[config.mk]
export PLATFORM = sky130hd
export DESIGN_NAME = dpsc_port
export DESIGN_NICKNAME = d
export VERILOG_FILES = /design/src/hw/dpsc_pkg.sv /design/src/hw/dpsc_sync.sv /design/src/hw/dpsc_port.sv
export SDC_FILE = /design/constraint.sdc
export NUM_CORES = 1
export LEC_CHECK = 0
export ABC_AREA = 0
export BUFFER_PORTS_ARGS = -buffer_cell sky130_fd_sc_hd__buf_2
export CORE_MARGIN = 2
export CORE_UTILIZATION = 60
export DETAILED_ROUTE_END_ITERATION = 8
export PLACE_DENSITY = 0.84
export SYNTH_ARGS = -nofsm -noshare
export SYNTH_HDL_FRONTEND = slang
export SYNTH_SLANG_ARGS = --single-unit
[constraint.sdc]
create_clock -name sys_clk -period 2.7 [get_ports sys_clk]
set_input_delay 0.405 -clock sys_clk [delete_from_list [all_inputs] [get_ports sys_clk]]
set_output_delay 0.405 -clock sys_clk [all_outputs]
set_load 0.01 [all_outputs]
[src/hw/dpsc_pkg.sv]
// constants and types of the serial command port
package dpsc_pkg;
  // ------------------------------------------------------------
  // command word layout
  // ------------------------------------------------------------
  localparam int WORD_W = 16;
  localparam int CTL_HI = 15;
  localparam int CTL_LO = 12;
  localparam int ADR_HI = 11;
  localparam int ADR_LO = 8;
  localparam int DAT_HI = 7;
  localparam int DAT_LO = 0;
  localparam int BCAST_BIT = 3;
  localparam int CHSEL_BIT = 0;
  localparam int MEMSEL_BIT = 1;
  localparam int LSB_OPT_BIT = 0;
  // ------------------------------------------------------------
  // control nibbles
  // ------------------------------------------------------------
  localparam logic [3:0] CMD_NOP = 4'h0;
  localparam logic [3:0] CMD_WR_WIPER = 4'h1;
  localparam logic [3:0] CMD_WR_INPUT = 4'h2;
  localparam logic [3:0] CMD_READBACK = 4'h3;
  localparam logic [3:0] CMD_COPY = 4'h7;
  localparam logic [3:0] CMD_SW_RESET = 4'hb;
  localparam logic [3:0] CMD_SHUTDOWN = 4'hc;
  // readback selectors on the two low data bits
  localparam logic [1:0] RB_INPUT = 2'h0;
  localparam logic [1:0] RB_EEPROM = 2'h1;
  localparam logic [1:0] RB_CONTROL = 2'h2;
  localparam logic [1:0] RB_WIPER = 2'h3;
  // ------------------------------------------------------------
  // frame length checks
  // ------------------------------------------------------------
  localparam int CNT_W = 6;
  localparam logic [CNT_W-1:0] CNT_MIN = 6'h10;
  localparam logic [CNT_W-1:0] CNT_MAX = 6'h20;
  localparam logic [CNT_W-1:0] CNT_SAT = 6'h3f;
  localparam int CNT_GRAN_BITS = 3;
  // ------------------------------------------------------------
  // timing
  // ------------------------------------------------------------
  localparam int CLK_HZ = 25000000;
  localparam int STORE_TIME_US = 15000;
  localparam int STORE_CYCLES = STORE_TIME_US * (CLK_HZ / 1000000);
  localparam int STORE_CNT_W = 20;
  // ------------------------------------------------------------
  // reset values and register port
  // ------------------------------------------------------------
  localparam logic [7:0] EEPROM_INIT = 8'h80;
  localparam int RADDR_W = 3;
  localparam logic [2:0] REG_CTRL = 3'h0;
  localparam logic [2:0] REG_STATUS = 3'h1;
  localparam logic [2:0] REG_WIPER0 = 3'h2;
  localparam logic [2:0] REG_WIPER1 = 3'h3;
  localparam logic [7:0] CTRL_RESET = 8'h01;
  localparam int CTRL_EN_BIT = 0;
  typedef enum logic [0:0] {
    DPSC_ST_IDLE = 1'b0,
    DPSC_ST_STORE = 1'b1
  } dpsc_store_t;
endpackage

[src/hw/dpsc_sync.sv]
// two-flop synchroniser for pin inputs
`timescale 1ns/100ps
module dpsc_sync #(
  parameter int W = 1
) (
  input wire logic sys_clk,
  input wire logic nrst,
  input wire logic [W-1:0] d,
  output logic [W-1:0] q
);
  logic [W-1:0] meta_r;
  always_ff @(posedge sys_clk or negedge nrst) begin
    if (!nrst) begin
      meta_r <= '1;
      q <= '1;
    end else begin
      meta_r <= d;
      q <= meta_r;
    end
  end
endmodule

[src/hw/dpsc_port.sv]
// serial command port of a dual-channel digital potentiometer
`timescale 1ns/100ps
module dpsc_port import dpsc_pkg::*; #(
  parameter int NCH = 2,
  parameter int STORE_CNT = STORE_CYCLES
) (
  input wire logic sys_clk,
  input wire logic nrst,
  input wire logic frame_sel_n,
  input wire logic sclk,
  input wire logic serial_in,
  output logic serial_out_od,
  output logic serial_out_oe,
  input wire logic [RADDR_W-1:0] reg_addr,
  input wire logic [7:0] reg_wdata,
  input wire logic reg_wr,
  input wire logic reg_rd,
  output logic [7:0] reg_rdata,
  output logic [NCH*8-1:0] wiper_setting,
  output logic [NCH-1:0] shutdown,
  output logic store_busy
);
  // ------------------------------------------------------------
  // pin synchronisers and edge detection
  // ------------------------------------------------------------
  logic [2:0] pin_q;
  logic frame_n_s;
  logic sclk_s;
  logic sdi_s;
  logic frame_n_d_r;
  logic sclk_d_r;
  logic frame_start;
  logic frame_end;
  logic sclk_fall;
  logic sclk_rise;

  dpsc_sync #(.W(3)) u_sync (
    .sys_clk(sys_clk),
    .nrst(nrst),
    .d({frame_sel_n, sclk, serial_in}),
    .q(pin_q)
  );

  assign frame_n_s = pin_q[2];
  assign sclk_s = pin_q[1];
  assign sdi_s = pin_q[0];

  always_ff @(posedge sys_clk or negedge nrst) begin
    if (!nrst) begin
      frame_n_d_r <= 1'b1;
      sclk_d_r <= 1'b1;
    end else begin
      frame_n_d_r <= frame_n_s;
      sclk_d_r <= sclk_s;
    end
  end

  assign frame_start = frame_n_d_r && !frame_n_s;
  assign frame_end = !frame_n_d_r && frame_n_s;
  assign sclk_fall = sclk_d_r && !sclk_s && !frame_n_s;
  assign sclk_rise = !sclk_d_r && sclk_s && !frame_n_s;

  // ------------------------------------------------------------
  // decode helpers
  // ------------------------------------------------------------
  function automatic logic [NCH-1:0] chan_mask(input logic [3:0] adr);
    logic [NCH-1:0] m;
    m = '0;
    if (adr[BCAST_BIT]) begin
      m = '1;
    end else begin
      m[adr[CHSEL_BIT]] = 1'b1;
    end
    return m;
  endfunction

  function automatic logic frame_len_ok(input logic [CNT_W-1:0] c);
    return (c >= CNT_MIN) && (c <= CNT_MAX) &&
           (c[CNT_GRAN_BITS-1:0] == '0);
  endfunction

  function automatic logic is_store(input logic [3:0] ctl, input logic opt);
    return (ctl == CMD_COPY) && opt;
  endfunction

  // ------------------------------------------------------------
  // falling edge counter
  // ------------------------------------------------------------
  logic [CNT_W-1:0] fall_cnt_r;

  always_ff @(posedge sys_clk or negedge nrst) begin
    if (!nrst) begin
      fall_cnt_r <= '0;
    end else if (frame_n_s) begin
      fall_cnt_r <= '0;
    end else if (sclk_fall && fall_cnt_r != CNT_SAT) begin
      fall_cnt_r <= fall_cnt_r + 1'b1;
    end
  end

  // ------------------------------------------------------------
  // command word fields and execute strobe
  // ------------------------------------------------------------
  logic [WORD_W-1:0] shift_r;
  logic [7:0] ctrl_r;
  logic [3:0] cmd_ctl;
  logic [3:0] cmd_adr;
  logic [7:0] cmd_dat;
  logic [NCH-1:0] cmd_mask;
  logic cmd_opt;
  logic exec;
  logic store_go;
  dpsc_store_t store_st_r;

  assign cmd_ctl = shift_r[CTL_HI:CTL_LO];
  assign cmd_adr = shift_r[ADR_HI:ADR_LO];
  assign cmd_dat = shift_r[DAT_HI:DAT_LO];
  assign cmd_opt = cmd_dat[LSB_OPT_BIT];
  assign cmd_mask = chan_mask(cmd_adr);
  // decode only on frame select rise, with a valid count, the enable bit set and no store running
  assign exec = frame_end && frame_len_ok(fall_cnt_r) &&
                (store_st_r == DPSC_ST_IDLE) && ctrl_r[CTRL_EN_BIT];
  assign store_go = exec && is_store(cmd_ctl, cmd_opt);

  // ------------------------------------------------------------
  // channel storage
  // ------------------------------------------------------------
  logic [7:0] wiper_r [NCH];
  logic [7:0] input_r [NCH];
  logic [7:0] eeprom_r [NCH];
  logic [NCH-1:0] shdn_r;
  logic [7:0] rb_val;

  // readback source select
  always_comb begin
    logic eesel;
    logic chsel;
    eesel = cmd_adr[MEMSEL_BIT] | cmd_adr[CHSEL_BIT];
    chsel = cmd_adr[CHSEL_BIT];
    case (cmd_dat[1:0])
      RB_EEPROM: rb_val = eeprom_r[eesel];
      RB_WIPER: rb_val = wiper_r[chsel];
      RB_CONTROL: rb_val = {{(8-NCH){1'b0}}, shdn_r};
      RB_INPUT: rb_val = input_r[chsel];
      default: rb_val = '0;
    endcase
  end

  // ------------------------------------------------------------
  // input shift register
  // ------------------------------------------------------------
  always_ff @(posedge sys_clk or negedge nrst) begin
    if (!nrst) begin
      shift_r <= '0;
    end else if (exec && cmd_ctl == CMD_READBACK) begin
      shift_r <= {8'h00, rb_val};
    end else if (sclk_fall) begin
      shift_r <= {shift_r[WORD_W-2:0], sdi_s};
    end
  end

  // ------------------------------------------------------------
  // open-drain serial output
  // ------------------------------------------------------------
  always_ff @(posedge sys_clk or negedge nrst) begin
    if (!nrst) begin
      serial_out_od <= 1'b0;
      serial_out_oe <= 1'b0;
    end else begin
      serial_out_od <= 1'b0;
      if (frame_n_s) begin
        serial_out_oe <= 1'b0;
      end else if (frame_start || sclk_rise) begin
        serial_out_oe <= !shift_r[WORD_W-1];
      end
    end
  end

  // ------------------------------------------------------------
  // per-channel registers
  // ------------------------------------------------------------
  genvar g;
  generate
    for (g = 0; g < NCH; g++) begin : g_ch
      always_ff @(posedge sys_clk or negedge nrst) begin
        if (!nrst) begin
          wiper_r[g] <= EEPROM_INIT;
          input_r[g] <= EEPROM_INIT;
        end else if (exec) begin
          case (cmd_ctl)
            CMD_WR_WIPER: begin
              if (cmd_mask[g]) begin
                wiper_r[g] <= cmd_dat;
                input_r[g] <= cmd_dat;
              end
            end
            CMD_WR_INPUT: begin
              if (cmd_mask[g]) begin
                input_r[g] <= cmd_dat;
              end
            end
            CMD_COPY: begin
              if (cmd_mask[g] && !cmd_opt) begin
                wiper_r[g] <= eeprom_r[g];
                input_r[g] <= eeprom_r[g];
              end
            end
            CMD_SW_RESET: begin
              wiper_r[g] <= eeprom_r[g];
              input_r[g] <= eeprom_r[g];
            end
            default: begin
              wiper_r[g] <= wiper_r[g];
            end
          endcase
        end
      end

      always_ff @(posedge sys_clk or negedge nrst) begin
        if (!nrst) begin
          eeprom_r[g] <= EEPROM_INIT;
        end else if (store_go && cmd_mask[g]) begin
          eeprom_r[g] <= wiper_r[g];
        end
      end

      always_ff @(posedge sys_clk or negedge nrst) begin
        if (!nrst) begin
          shdn_r[g] <= 1'b0;
        end else if (exec && cmd_ctl == CMD_SHUTDOWN && cmd_mask[g]) begin
          shdn_r[g] <= cmd_opt;
        end
      end

      always_ff @(posedge sys_clk or negedge nrst) begin
        if (!nrst) begin
          wiper_setting[g*8 +: 8] <= EEPROM_INIT;
        end else begin
          wiper_setting[g*8 +: 8] <= wiper_r[g];
        end
      end
    end
  endgenerate

  always_ff @(posedge sys_clk or negedge nrst) begin
    if (!nrst) begin
      shutdown <= '0;
    end else begin
      shutdown <= shdn_r;
    end
  end

  // ------------------------------------------------------------
  // store lockout timer
  // ------------------------------------------------------------
  logic [STORE_CNT_W-1:0] store_cnt_r;

  always_ff @(posedge sys_clk or negedge nrst) begin
    if (!nrst) begin
      store_st_r <= DPSC_ST_IDLE;
      store_cnt_r <= '0;
    end else begin
      case (store_st_r)
        DPSC_ST_IDLE: begin
          if (store_go) begin
            store_st_r <= DPSC_ST_STORE;
            store_cnt_r <= STORE_CNT_W'(STORE_CNT - 1);
          end
        end
        DPSC_ST_STORE: begin
          if (store_cnt_r == '0) begin
            store_st_r <= DPSC_ST_IDLE;
          end else begin
            store_cnt_r <= store_cnt_r - 1'b1;
          end
        end
        default: begin
          store_st_r <= DPSC_ST_IDLE;
        end
      endcase
    end
  end

  always_ff @(posedge sys_clk or negedge nrst) begin
    if (!nrst) begin
      store_busy <= 1'b0;
    end else begin
      store_busy <= (store_st_r == DPSC_ST_STORE);
    end
  end

  // ------------------------------------------------------------
  // register port
  // ------------------------------------------------------------
  always_ff @(posedge sys_clk or negedge nrst) begin
    if (!nrst) begin
      ctrl_r <= CTRL_RESET;
    end else if (reg_wr && reg_addr == REG_CTRL) begin
      ctrl_r <= reg_wdata;
    end
  end

  always_ff @(posedge sys_clk or negedge nrst) begin
    if (!nrst) begin
      reg_rdata <= '0;
    end else if (reg_rd) begin
      case (reg_addr)
        REG_CTRL: reg_rdata <= ctrl_r;
        REG_STATUS: reg_rdata <= {{(7-NCH){1'b0}}, shdn_r,
                                  store_st_r == DPSC_ST_STORE};
        REG_WIPER0: reg_rdata <= wiper_r[0];
        REG_WIPER1: reg_rdata <= wiper_r[NCH-1];
        default: reg_rdata <= '0;
      endcase
    end else begin
      reg_rdata <= '0;
    end
  end
endmodule

# --- Word level (Yosys, flattened, before mapping) ---
# Index checks and enable logic that the tools add are counted.
totals:
  ff_bits: 137
  input_bits: 18
  word_cells: 137
  output_inout_bits: 29
op_classes:
  n_bitwise: 4
  eq_ne: 21
  magnitude_cmp: 6
  n_reduce_logical: 46
  add_sub_neg: 2
  mux: 35
ops:
  columns: ["op", "n"]
  rows:
  - ["8-bit 2-to-1 mux", 14]
  - ["8-bit one-hot mux with 3 select lines", 4]
  - ["8-bit one-hot mux with 4 select lines", 2]
  - ["20-bit 2-to-1 mux", 2]
  - ["20-bit one-hot mux with 2 select lines", 1]
  - ["16-bit 2-to-1 mux", 2]
  - ["1-bit logical AND", 24]
  - ["20-bit zero test", 1]
  - ["20-bit by 1-bit subtractor with 20-bit output, second input constant", 1]
  - ["4-bit AND reduction", 4]
  - ["6-bit 2-to-1 mux", 2]
  - ["4-bit by 2-bit equality test with 1-bit output, second input constant", 2]
  - ["4-bit equality test, second input constant", 2]
  - ["2-bit by 1-bit inequality test with 1-bit output, second input constant", 4]
  - ["2-bit inequality test, second input constant", 4]
  - ["6-bit by 1-bit adder with 6-bit output, second input constant", 1]
  - ["3-bit by 2-bit equality test with 1-bit output, second input constant", 2]
  - ["6-bit by 5-bit greater-or-equal comparator with 1-bit output, second input constant", 1]
  - ["6-bit <= comparator, second input constant", 1]
  - ["1-bit zero test", 6]
  - ["3-bit zero test", 2]
  - ["6-bit inequality test, second input constant", 1]
  - ["2-bit nonzero test", 3]
  - ["3-bit nonzero test", 2]
  - ["19 further kinds", 26]

# --- Depth between registers and ports, before layout ---
logic_depth:
  word_depth: 9
  mapped_depth: 9
  mapped_depth_nobuf: 7

# --- By module ---
# Synthesis repeated with hierarchy kept, for this count alone.
unflattened:
  cells_unflattened: 533
  hier_area_um2: 6359.8
modules_own_cells:
  columns: ["mod", "seq_area_each_um2", "area_each_um2", "cells_per_inst", "n_inst"]
  rows:
  - ["dpsc_port", 3291.9, 6202.2, 527, 1]
  - ["dpsc_sync", 157.7, 157.7, 6, 1]

# --- Least setup slack after synthesis ---
# OpenSTA, ideal clock, no wires.
synth_timing:
  path_type: "reg-to-reg"
  start: "register u_sync.q[2]"
  end: "register eeprom_r[0] (netlist name)"
  path_slack_ns: 0.532
  path_stages_with_launch: 8
  synth_period_minus_slack_ns: 2.168
  n_path_buf: 2
  t_arrival_ns: 2.043
  path_cell_list: "dfstp_2 -> buf_2 -> and4bb_2 -> o2111ai_4 -> or2_1 -> buf_2 -> nor2_4 -> mux2_2"
synth_via:
  elab_chain_cells: 6
synth_lines:
  columns: ["item", "line_no", "source"]
  rows:
  - ["start: declaration", "dpsc_sync.sv:9", "output logic [W-1:0] q"]
  - ["start signal: assignment", "dpsc_sync.sv:18", "q <= meta_r;"]
  - ["1-bit logical AND", "dpsc_port.sv:59", "assign frame_end = !frame_n_d_r && frame_n_s;"]
  - ["1-bit logical AND (2 in series)", "dpsc_port.sv:121", "assign exec = frame_end && frame_len_ok(fall_cnt_r) &&"]
  - ["1-bit logical AND", "dpsc_port.sv:122", "(store_st_r == DPSC_ST_IDLE) && ctrl_r[CTRL_EN_BIT];"]
  - ["1-bit logical AND", "dpsc_port.sv:123", "assign store_go = exec && is_store(cmd_ctl, cmd_opt);"]
  - ["1-bit logical AND", "dpsc_port.sv:222", "end else if (store_go && cmd_mask[g]) begin"]
  - ["end signal: indexed assignment", "dpsc_port.sv:223", "eeprom_r[g] <= wiper_r[g];"]
  - ["end: declaration", "dpsc_port.sv:130", "logic [7:0] eeprom_r [NCH];"]
# No other way between the ends.
# A chain may end at the register's enable or synchronous reset.

# --- Final worst setup path ---
layout_timing:
  start: "register shift_r[14]"
  end: "register input_r[12] (netlist name)"
layout_via:
  elab_chain_cells: 4
  elab_cells_between_ends: 10
layout_lines:
  columns: ["item", "line_no", "source"]
  rows:
  - ["start: declaration", "dpsc_port.sv:104", "logic [WORD_W-1:0] shift_r;"]
  - ["start signal: assignment", "dpsc_port.sv:156", "shift_r <= {8'h00, rb_val};"]
  - ["start signal: assignment", "dpsc_port.sv:158", "shift_r <= {shift_r[WORD_W-2:0], sdi_s};"]
  - ["4-bit by 2-bit equality test with 1-bit output or 4-bit by 1-bit equality test with 1-bit output (tied branches)", "dpsc_port.sv:190", "case (cmd_ctl)"]
  - ["2-bit OR reduction (no line)", null, null]
  - ["2-bit by 1-bit inequality test with 1-bit output (no line) or 3-bit nonzero test (tied branches)", null, null]
  - ["4-bit AND reduction (no line)", null, null]
  - ["end signal: indexed assignment", "dpsc_port.sv:194", "input_r[g] <= cmd_dat;"]
  - ["end signal: indexed assignment", "dpsc_port.sv:199", "input_r[g] <= cmd_dat;"]
  - ["end signal: indexed assignment", "dpsc_port.sv:205", "input_r[g] <= eeprom_r[g];"]
  - ["end: declaration", "dpsc_port.sv:129", "logic [7:0] input_r [NCH];"]
# Several ways; a longest one is shown, not always the timed one.

==> reports/qor.json <==
{
  "drtPass1Iterations": 6,
  "tritoncts": "built",
  "globalRouteOverflowTotal": 0,
  "power_per_cell_area_nw_per_um2": 640,
  "clkSlewWorstSetupHoldPaths_ns": 0.06,
  "avgSynthCellArea_um2": 12.2,
  "number_of_inserted_filler_cells_in_the_final_layout": 669,
  "worst-endpoint-arrival_ns": 2.88,
  "number_of_gates_resized_after_cts": 0,
  "cts_buffers": 17,
  "hold_path.startpoint": "reg_wdata[7]",
  "hold-path-endpoint": "ctrl_r[7]",
  "detailedPlacementHpwl_mm": 8.84,
  "routabilityCongestion": 0.904,
  "grt_antenna_before_repair": 0,
  "placement.io_buffers": 45,
  "route.detailed.wl_per_inst_um": 18.5,
  "synth-warning-count": 0,
  "post_synth_instance_area_um2": 6360,
  "multiInputGateArea_um2": 2770,
  "max-slew-margin-rel_pct": 52.6,
  "via_count": 4388,
  "unrepaired_setup_endpoints_after_global_routing": "no",
  "vias_per_cell": 6.01,
  "synth_top_flop_cell": "dfrtp_1",
  "layout_worst_path_cycle_share_pct": 91.2,
  "area_delta_synth_final_pct": 15.9,
  "hold_viol": 0,
  "first_global_vias": 4387,
  "dpl.cell_count": 694,
  "synth.net_count": 543,
  "antenna_cells": 0,
  "max_freq_mhz": 406,
  "timing.critical_path.fanout_max": 14,
  "cts-root-to-sink-buffers": 2,
  "final-setup-viol-count": 0,
  "worstHoldPathCells": 2,
  "cts.sink_count": 137,
  "cts_post_setup_buffers_inserted": 0,
  "register_area_um2": 3450,
  "most_common_cell_after_layout_fill_and_taps_aside": "dfrtp_1",
  "placement.cell_area_um2": 6780,
  "layout-drive-gt1-share_pct": 36.2,
  "dp_worst_setup_slack_ns": 0.311,
  "grt_pass1_wl_mm": 22.2,
  "cp.required_ns": 3.12,
  "synth_area_leaders": "dfrtp_1 (47%), mux2_2 (15%), dfstp_2 (7.0%), nand2_1 (2.6%), mux2i_1 (2.4%)",
  "postSynth.asyncResetShare_pct": 100,
  "endpoint_kind": "flop",
  "fp.dieW_um": 107,
  "synth-edff-count": 0,
  "layout.cells.most_common_list": "dfrtp_1 (120), mux2_2 (84), nand2_1 (44), buf_2 (44), nor2_1 (33)",
  "yosysUniqueCellTypes": 63,
  "crit_type": "flop to flop",
  "num_rows": 37,
  "dieHeight_um": 107,
  "drv_cap": 0,
  "status": "finished, final reports clean",
  "drtIter0Drc": 381,
  "synth.yosys.seq_area_share_pct": 54.2,
  "total_routing_usage_reported_by_global_routing_pct": 25.7,
  "timing.setup.tns_ns": 0,
  "finalClockSkew_ns": 0.00821,
  "clock_latency_ns": 0.53,
  "ff2ff_path_depth": 6,
  "vdd.ir_drop.worst_uv": 476,
  "worst_r2r_startpoint": "shift_r[14]",
  "critPathLaunchType": "flop",
  "largest_net_degree_at_the_start_of_global_routing": 66,
  "initial_utilization_pct": 61.6,
  "final-max-slew-violation-count": 0,
  "r2r-end": "input_r[12]",
  "setup_ws_ns": 0.238,
  "library_cell_occupying_the_most_area_in_the_post_synthesis_netlist": "dfrtp_1",
  "power_leakage_nw": 3.43,
  "time_the_final_worst_path_needs_with_i_o_delays_and_setup_ns": 2.46,
  "drt_wl_total_mm": 13.5,
  "worstHoldPathType": "primary input to flop",
  "finalNetCount": 603,
  "finish.instance_area_um2": 7370,
  "cts.root.buffer_cell": "clkbuf_8",
  "synth_seq_cells": 137,
  "postSynthCellCount": 521,
  "ios": 47,
  "r2r_setup_slack_ns": 0.24,
  "worst_slew_pin_slew_ns": 0.708,
  "layout.cells.non_filler": 730,
  "ant_nets": 0,
  "htree_levels": 4,
  "netlist.area_leader.share_pct": 47.2,
  "drc_errors_left": 0,
  "die_area_um2": 11400,
  "design.core.area_um2": 10300,
  "fin_util_pct": 71.4
}
==> synthesized netlist by cell type, types with 4 or more instances <==
library cell / instances
buf_2: 8
xnor2_1: 8
xor2_1: 6
o22ai_1: 5
nor3_1: 6
nand3_1: 12
nor2_1: 33
clkbuf_1: 12
o21ai_0: 16
ha_1: 4
dfrtp_1: 120
nand2b_1: 8
nor2b_1: 8
mux2i_1: 15
a22oi_1: 5
inv_1: 8
mux2_2: 84
nand2_1: 44
a21oi_1: 21
a221o_1: 6
a211oi_1: 7
dfstp_2: 17
==> flip-flops by register name (all words and copies together), names as in the netlist <==
name / count
ctrl_r: 8
store_st_r: 1
store_cnt_r: 20
serial_out_oe: 1
eeprom_r: 16
sclk_d_r: 1
shift_r: 16
wiper_r: 16
frame_n_d_r: 1
store_busy: 1
wiper_setting: 16
u_sync.meta_r: 3
shdn_r: 2
input_r: 16
u_sync.q: 3
reg_rdata: 8
shutdown: 2
fall_cnt_r: 6
==> how the worst max path moves through the flow <==
stage | to | from
floorplan | eeprom_r[0] | u_sync.q[2]
global placement | eeprom_r[5] | shift_r[13]
detailed placement | eeprom_r[3] | shift_r[13]
CTS | input_r[12] | shift_r[14]
global route | input_r[12] | shift_r[14]
finish | input_r[12] | shift_r[14]
==> where the power goes <==
part | leakage [nW] | switching, mW | internal, mW
combinational | 1.33 | 0.191 | 0.156
sequential | 1.83 | 0.0776 | 2.13
clock | 0.267 | 0.861 | 1.30
==> layout make-up <==
cell class,count,share of cell area (%)
flip-flops and latches,137,46.8
repair buffers,64,5.38
multi-input cells,353,37.6
clock buffers,19,5.72
clock inverters,13,1.77
inverters,8,0.407
well taps,136,2.31
==> stage by stage <==
| stage | power, mW | hold slack [ns] |
|---|---|---|
| floorplan | 2.44 | 0.109 |
| global placement | 2.56 | 0.346 |
| detailed placement | 2.58 | 0.349 |
| CTS | 4.74 | 0.0928 |
| global route | 4.89 | 0.0886 |
| finish | 4.72 | 0.108 |
==> kinds of logic (layout without fill, tap and decap cells) <==
group / count (synthesis) / count (layout) / share of synthesized area (%)
compound gates: 84 / 84 / 9.70
buf+inv: 31 / 104 / 2.16
other cells: 1 / 1 / 0.0590
fa+ha+maj: 4 / 4 / 0.787
simple gates: 148 / 148 / 12.8
xor+xnor: 14 / 14 / 1.93
flops: 137 / 137 / 54.2
mux: 102 / 102 / 18.3
==> layer usage <==
metal	share of wire (%)	vias to the layer above	global-route usage, %
met5	0	-	0
met4	2.2	0	9.74
met3	5.9	33	8.27
met2	50	167	41.0
met1	42	2188	33.0
li1	-	2000	-
==> repair_timing <==
item	CTS	global route
endpoints found under the hold margin	59	0
endpoints found under the setup margin	0	0
hold buffers	4	0
==> critical path: stages, from the launching register on <==
cell and delay (ns):
dfrtp_1 0.64, nand2b_1 0.19, o21ai_0 0.25, a31oi_1 0.21, a211oi_4 0.48, buf_4 0.24, mux2_2 0.34
Note: power is estimated with default switching activity, not from simulation.
